### config.mk
export PLATFORM = sky130hd
export DESIGN_NAME = typec_port_status_cap_regs
export DESIGN_NICKNAME = d
export VERILOG_FILES = /design/src/logic/port_regs_pkg.sv /design/src/logic/typec_port_status_cap_regs.sv /design/src/logic/sticky_flags.sv
export SDC_FILE = /design/constraint.sdc
export NUM_CORES = 1
export LEC_CHECK = 0
export BUFFER_PORTS_ARGS = -buffer_cell sky130_fd_sc_hd__buf_2
export CORE_MARGIN = 1
export CORE_UTILIZATION = 45
export CTS_CLUSTER_SIZE = 8
export DETAILED_ROUTE_END_ITERATION = 10
export PLACE_DENSITY = 0.82
export SLEW_MARGIN = 15
export SYNTH_ARGS = -nofsm -noshare
export SYNTH_HDL_FRONTEND = slang
export SYNTH_HIERARCHICAL = 1
export SYNTH_SLANG_ARGS = --single-unit
### constraint.sdc
create_clock -name clk -period 1.5 [get_ports clk]
set_input_delay 0.225 -clock clk [delete_from_list [all_inputs] [get_ports clk]]
set_output_delay 0.225 -clock clk [all_outputs]
set_load 0.03 [all_outputs]
### src/logic/port_regs_pkg.sv
// Package: offsets, reset values, field positions and types for the port register bank
`default_nettype none
package port_regs_pkg;
   // =========================================================================
   // Register offsets
   localparam logic [7:0] OFS_POWER_STATUS   = 8'h1E;
   localparam logic [7:0] OFS_FAULT_STATUS   = 8'h1F;
   localparam logic [7:0] OFS_COMMAND        = 8'h23;
   localparam logic [7:0] OFS_CAP_BYTE_A     = 8'h24;
   localparam logic [7:0] OFS_CAP_BYTE_B     = 8'h25;
   localparam logic [7:0] OFS_CAP_BYTE_C     = 8'h26;
   localparam logic [7:0] OFS_CAP_BYTE_D     = 8'h27;
   localparam logic [7:0] OFS_INPUT_CAP      = 8'h28;
   localparam logic [7:0] OFS_OUTPUT_CAP     = 8'h29;
   localparam logic [7:0] OFS_HEADER_INFO    = 8'h2E;
   localparam logic [7:0] OFS_RX_DETECT      = 8'h2F;
   localparam logic [7:0] OFS_INIT_LIMIT     = 8'h0F;

   // =========================================================================
   // Reset and fixed values
   localparam logic [7:0] RST_FAULT_STATUS   = 8'h00;
   localparam logic [7:0] RST_HEADER_INFO    = 8'h02;
   localparam logic [7:0] RST_RX_DETECT      = 8'h00;
   localparam logic       RST_VBUS_MONITOR   = 1'b1;
   localparam logic [7:0] VAL_CAP_BYTE_A     = 8'hD8;
   localparam logic [7:0] VAL_CAP_BYTE_B     = 8'h02;
   localparam logic [7:0] VAL_CAP_BYTE_C     = 8'h35;
   localparam logic [7:0] VAL_CAP_BYTE_D     = 8'h00;
   localparam logic [7:0] VAL_INPUT_CAP      = 8'h00;
   localparam logic [7:0] VAL_OUTPUT_CAP     = 8'h00;

   // =========================================================================
   // Field positions and masks
   localparam int POS_MONITOR_ON   = 3;
   localparam int POS_VBUS_ATT     = 2;
   localparam int POS_VCONN_SEEN   = 1;
   localparam int POS_INIT_PEND    = 6;
   localparam int POS_VCONN_OV     = 7;
   localparam int POS_VCONN_OC     = 1;
   localparam int POS_IF_ERROR     = 0;
   localparam logic [7:0] MASK_HEADER_INFO = 8'h1F;
   localparam logic [7:0] MASK_RX_DETECT   = 8'h7F;

   // =========================================================================
   // Command codes
   localparam logic [7:0] CMD_VBUS_DET_OFF = 8'h22;
   localparam logic [7:0] CMD_VBUS_DET_ON  = 8'h33;
   localparam logic [7:0] CMD_FORCE_IF_ERR = 8'h88;
   localparam logic [7:0] CMD_LOOK_CONNECT = 8'h99;

   // Register port request
   typedef struct packed {
      logic       wr;
      logic       rd;
      logic [7:0] addr;
      logic [7:0] wdata;
   } reg_req_t;

   // Fault events from the analog front end and transmitter
   typedef struct packed {
      logic vconn_ov;
      logic vconn_oc;
      logic vconn_drop;
      logic tx_req_empty;
   } fault_evt_t;

   // Receive detect enables, one bit per frame type
   typedef struct packed {
      logic cable_reset;
      logic hard_reset;
      logic detect_dbg_double_prime_en;
      logic detect_dbg_prime_en;
      logic detect_double_prime_en;
      logic detect_prime_en;
      logic detect_plain_frame_en;
   } rx_enables_t;

   // Message header info fields
   typedef struct packed {
      logic       cable_plug;
      logic       data_role_dfp;
      logic [1:0] protocol_revision_code;
      logic       power_role_src;
   } header_info_t;
endpackage
`default_nettype wire

### src/logic/typec_port_status_cap_regs.sv
// Port controller status, fault, command, capability and receive-detect registers
// Notes on behaviour
// - Initialization pending flag always reads 0; device never sets it.
// - Power status bit 3 shows VBUS monitoring on; resets to 1.
// - Power status bit 2 shows VBUS connected while VBUS monitoring is on; it reads 0 when monitoring is off.
// - Power status bit 1 shows Vconn_seen_flag on either CC pin.
// - Fault bit 7 latches a VCONN over-voltage fault.
// - Fault bit 1 latches VCONN over-current or voltage drop with switch closed.
// - Fault bit 0 latches transmit request made with empty transmit buffer.
// - Command 22h turns VBUS detection off, 33h turns it on.
// - Command 88h sets the interface-error fault bit.
// - Command 99h starts dual-role toggling only when dual-role bit is set.
// - Capability bits 7:5 read 110, all roles supported.
// - Capability bit 4 reads 1, all frame types including debug supported.
// - Capability bit 3 reads 1; bits 2:0 read 0.
// - Second capability byte reads 02h: only pull-up levels 10b.
// - Alarm resolution bits 5:4 read 11; threshold capability bits read 0.
// - VCONN power field bits 3:1 reads 010, meaning 2 W.
// - Third capability byte bit 0 reads 1: VCONN over-current detection.
// - Input and output capability registers read all zeros.
// - Header info bits 2:1 hold protocol revision, reset 01.
// - Header info bit 4 cable plug, bit 3 data role, bit 0 power role.
// - Receive-detect bits 6:1 enable their frame types; reset 0.
// - Receive-detect bit 0 enables plain frame detection.
`default_nettype none
module typec_port_status_cap_regs
   import port_regs_pkg::*;
(
   input  wire logic         clk,
   input  wire logic         rstn,
   input  wire reg_req_t     req,
   output logic      [7:0]   rdata,
   input  wire logic         vbus_attached_flag,
   input  wire logic         vconn_seen_flag,
   input  wire logic         vconn_switch_closed,
   input  wire fault_evt_t   fault_evt,
   input  wire logic         dual_role_toggle_bit,
   output logic              vbus_monitor_on_flag,
   output logic              look_connect_start,
   output rx_enables_t       rx_enables,
   output header_info_t      header_info
);
   // =========================================================================
   // State
   logic         monitor_reg;
   logic         monitor_next;
   logic [7:0]   header_reg;
   logic [7:0]   header_next;
   logic [7:0]   rxdet_reg;
   logic [7:0]   rxdet_next;
   logic [7:0]   rdata_reg;
   logic [7:0]   rdata_next;
   logic         look_reg;
   logic         look_next;
   logic [2:0]   fault_set;
   logic [2:0]   fault_flags;
   logic         fault_clear;
   logic         cmd_wr;
   logic [7:0]   power_status;
   logic [7:0]   fault_status;

   assign cmd_wr = req.wr && (req.addr == OFS_COMMAND);

   // =========================================================================
   // Fault latching; drop counts only while switch is closed
   always_comb
   begin
      fault_set[2] = fault_evt.vconn_ov;
      fault_set[1] = fault_evt.vconn_oc
                     | (fault_evt.vconn_drop & vconn_switch_closed);
      fault_set[0] = fault_evt.tx_req_empty
                     | (cmd_wr && req.wdata == CMD_FORCE_IF_ERR);
      fault_clear  = req.rd && (req.addr == OFS_FAULT_STATUS);
   end

   sticky_flags #(
      .WIDTH     (3)
   ) u_fault_flags (
      .clk       (clk),
      .rstn      (rstn),
      .set_in    (fault_set),
      .clear_all (fault_clear),
      .flags     (fault_flags)
   );

   // =========================================================================
   // Assemble status views; unsupported bits read 0
   always_comb
   begin
      power_status                 = 8'h00;
      power_status[POS_INIT_PEND]  = 1'b0;
      power_status[POS_MONITOR_ON] = monitor_reg;
      power_status[POS_VBUS_ATT]   = vbus_attached_flag & monitor_reg;
      power_status[POS_VCONN_SEEN] = vconn_seen_flag;
      fault_status                 = 8'h00;
      fault_status[POS_VCONN_OV]   = fault_flags[2];
      fault_status[POS_VCONN_OC]   = fault_flags[1];
      fault_status[POS_IF_ERROR]   = fault_flags[0];
   end

   // =========================================================================
   // Writable state and commands; command register itself holds nothing
   always_comb
   begin
      monitor_next = monitor_reg;
      header_next  = header_reg;
      rxdet_next   = rxdet_reg;
      look_next    = 1'b0;
      if (cmd_wr)
      begin
         if (req.wdata == CMD_VBUS_DET_OFF)
            monitor_next = 1'b0;
         else if (req.wdata == CMD_VBUS_DET_ON)
            monitor_next = 1'b1;
         else if (req.wdata == CMD_LOOK_CONNECT)
            look_next = dual_role_toggle_bit;
      end
      if (req.wr && req.addr == OFS_HEADER_INFO)
         header_next = req.wdata & MASK_HEADER_INFO;
      if (req.wr && req.addr == OFS_RX_DETECT)
         rxdet_next = req.wdata & MASK_RX_DETECT;
   end

   // =========================================================================
   // Read mux; data is registered, so it appears one cycle after the read
   always_comb
   begin
      rdata_next = rdata_reg;
      if (req.rd)
      begin
         case (req.addr)
            OFS_POWER_STATUS: rdata_next = power_status;
            OFS_FAULT_STATUS: rdata_next = fault_status;
            OFS_COMMAND:      rdata_next = 8'h00;
            OFS_CAP_BYTE_A:   rdata_next = VAL_CAP_BYTE_A;
            OFS_CAP_BYTE_B:   rdata_next = VAL_CAP_BYTE_B;
            OFS_CAP_BYTE_C:   rdata_next = VAL_CAP_BYTE_C;
            OFS_CAP_BYTE_D:   rdata_next = VAL_CAP_BYTE_D;
            OFS_INPUT_CAP:    rdata_next = VAL_INPUT_CAP;
            OFS_OUTPUT_CAP:   rdata_next = VAL_OUTPUT_CAP;
            OFS_HEADER_INFO:  rdata_next = header_reg;
            OFS_RX_DETECT:    rdata_next = rxdet_reg;
            default:          rdata_next = 8'h00;
         endcase
      end
   end

   // Registering only
   always_ff @(posedge clk)
   begin
      if (!rstn)
      begin
         monitor_reg <= RST_VBUS_MONITOR;
         header_reg  <= RST_HEADER_INFO;
         rxdet_reg   <= RST_RX_DETECT;
         rdata_reg   <= 8'h00;
         look_reg    <= 1'b0;
      end
      else
      begin
         monitor_reg <= monitor_next;
         header_reg  <= header_next;
         rxdet_reg   <= rxdet_next;
         rdata_reg   <= rdata_next;
         look_reg    <= look_next;
      end
   end

   // =========================================================================
   // Outputs
   assign rdata                = rdata_reg;
   assign vbus_monitor_on_flag = monitor_reg;
   assign look_connect_start   = look_reg;
   assign rx_enables           = rxdet_reg[6:0];
   assign header_info          = header_reg[4:0];
endmodule // typec_port_status_cap_regs
`default_nettype wire

### src/logic/sticky_flags.sv
// Sticky event flags with read-to-clear, set winning over clear
`default_nettype none
module sticky_flags
   import port_regs_pkg::*;
#(
   parameter int WIDTH = 3
)
(
   input  wire logic             clk,
   input  wire logic             rstn,
   input  wire logic [WIDTH-1:0] set_in,
   input  wire logic             clear_all,
   output logic      [WIDTH-1:0] flags
);
   logic [WIDTH-1:0] flags_reg;
   logic [WIDTH-1:0] flags_next;

   // =========================================================================
   // Next state per flag
   genvar g;
   generate
      for (g = 0; g < WIDTH; g++)
      begin : g_flag
         // A new event in the clearing cycle survives the clear
         always_comb
         begin
            flags_next[g] = set_in[g] | (flags_reg[g] & ~clear_all);
         end
      end
   endgenerate

   // Registering only
   always_ff @(posedge clk)
   begin
      if (!rstn)
         flags_reg <= '0;
      else
         flags_reg <= flags_next;
   end

   assign flags = flags_reg;
endmodule // sticky_flags
`default_nettype wire

==> results.cfg <==
[outcome]
status = completed

[worst_setup_path]
worstPathMaxFanout = 3
cp.arrival_ps = 1600
cp-end-kind = flip-flop
worst-setup-path-type = flip-flop to flip-flop
startpoint_type = flip-flop
r2r_start = header_reg[3]
cp-startpoint = header_reg[3]
required_ps = 1740

[detailed_routing]
detailroute.via_count = 1330
route.antenna.remaining_nets = 0
route.detailed.drc = 0
routed_wl_mm = 3.44
vias_per_cell = 5.68
drtIter0Drc = 41
wire_per_inst_um = 14.7
dr.pass1.iters = 4

[floorplan]
start_util_pct = 47.9
die_x_um = 56.2
die_area_um2 = 3150
dieHeight_um = 56.2
fp.coreArea_um2 = 2760
io_pins = 50
rows = 19

[timing]
worstMarginPinSlew_ps = 430
final-hold-violation-count = 0
rsz0062_at_grt = false
min_period_ps = 1360
post-route-period-util_pct = 90.5
slew_violations = 0
fmax_ghz = 0.737
max_slew_margin_pct = 71.1
whs_ps = 122
fin_skew_ps = 4.69
setup_viol = 0

[cells_and_area]
antennaDiodeCount = 0
fill_cells = 246
area_growth_pct = 29.3
layout_common_cells = 49 x buf_2, 25 x dfxtp_1, 17 x nor2_1, 15 x buf_4, 12 x mux2i_1
final_cell_area_um2 = 1710
fin_cells = 234
layout.nets = 232
largest_reg_flops = 8
final_layout_size_suffix_gt1_share_pct = 37.9
post-route-util_pct = 61.9
layout_commonest_cell = buf_2

[clock_tree]
tritoncts = done
cts_made_buffers = 3
ctsHoldBuffers = 0
worstSkewPairLatency_ps = 330
htreeDepth = 1
clock_path_buffers = 2
clk_pin_slew_ps = 140
clockRootBuffer = clkbuf_4
cts_resized = 0
cts.sinks = 25
cts_setup_buffers = 0

[grt]
antenna_found_initial = 0
grt_pass1_wl_mm = 5.58
grt_usage_pct = 22.7
overflow = 0
grt_max_degree = 16
grt_pass1_vias = 1250

[place]
dp_hpwl_mm = 2.72
placed_cells = 230
placed_cell_area_um2 = 1680
io_buffers = 49
place_congestion = 0.838

[synth]
yosysUniqueCellTypes = 44
yosysWarningCount = 6
synth_edf_count = 0
ys.flop_type = dfxtp_1
synth-seq-cells = 25
ys_seq_area_share_pct = 37.9
async_flop_share_pct = 0
netlist_area_um2 = 1320
syn-num-nets = 169
syn-instance-count = 141
syn_area_per_cell_um2 = 9.36

[pwr]
p_leak_uw = 0.000848
peakVddDrop_uv = 782
power.density_nw_per_um2 = 686
power_uw = 1170

[hold_path]
hold_class = primary input to flip-flop
min_from = fault_evt[3]

[run]
drv_cap = 0
-- cell type report --
type	instances	area, um^2	share of cell area [%]
clock buffer	3	22.5	1.32
clock inverter	1	7.51	0.440
multi-input combinational	107	768	45.0
timing repair buffer	64	358	21.0
inverter	3	11.3	0.660
sequential	25	500	29.3
tap	31	38.8	2.27
-- layer usage --
layer	up-vias	GRT usage [%]	wire length [um]
met5	-	0	0
met4	0	10.8	135
met3	16	5.81	150
met2	43	35.7	1590
met1	615	29.0	1570
li1	656	-	-
-- Yosys cell counts (all sizes together), types with 4 or more instances --
cell | n | area share (%)
dfxtp | 25 | 38
nor2 | 17 | 4.8
mux2i | 12 | 9.1
nand2 | 7 | 2.0
a21oi | 6 | 2.3
buf | 5 | 2.7
nand4 | 5 | 2.8
nor2b | 5 | 2.4
a32o | 4 | 3.0
and2 | 4 | 1.9
o21ai | 4 | 1.5
-- where the power goes --
| part | switching (uW) | internal, uW | total [uW] |
|---|---|---|---|
| clock network | 213 | 102 | 315 |
| registers | 4.14 | 672 | 676 |
| logic | 97.6 | 82.1 | 180 |
-- path summary, 6_finish.rpt --
| path | cells after the start | end | slack (ps) |
|---|---|---|---|
| max reg2reg | 4 | rdata[3] | 140 |
| min reg2reg | 2 | rdata[4] | 460 |
| max | 4 | rdata[3] | 140 |
| min | 2 | u_fault_flags/flags[2] | 120 |
-- worst max-delay path: stages, from the launching register on --
cell and delay, ps:
dfxtp_1 360, and4b_1 200, a211o_1 270, a32o_1 220, a22o_1 220
-- kinds of logic after synthesis --
| logic type | Yosys count | share of synthesized area, % |
|---|---|---|
| AOI/OAI and AO/OA | 32 | 18.8 |
| DFF | 25 | 37.9 |
| muxes | 14 | 11.1 |
| and+or+nand+nor | 61 | 28.3 |
| buffers and inverters | 9 | 3.89 |
-- per-stage QoR --
step / setup WS [ps] / TNS, ps
6_report: 142 / 0
5_1_grt: 85.8 / 0
3_5_place_dp: -9.84 / -12.3
4_1_cts: 150 / 0
2_1_floorplan: 98.0 / 0
3_3_place_gp: 47.6 / 0
Power figures use the tool's default switching activity.
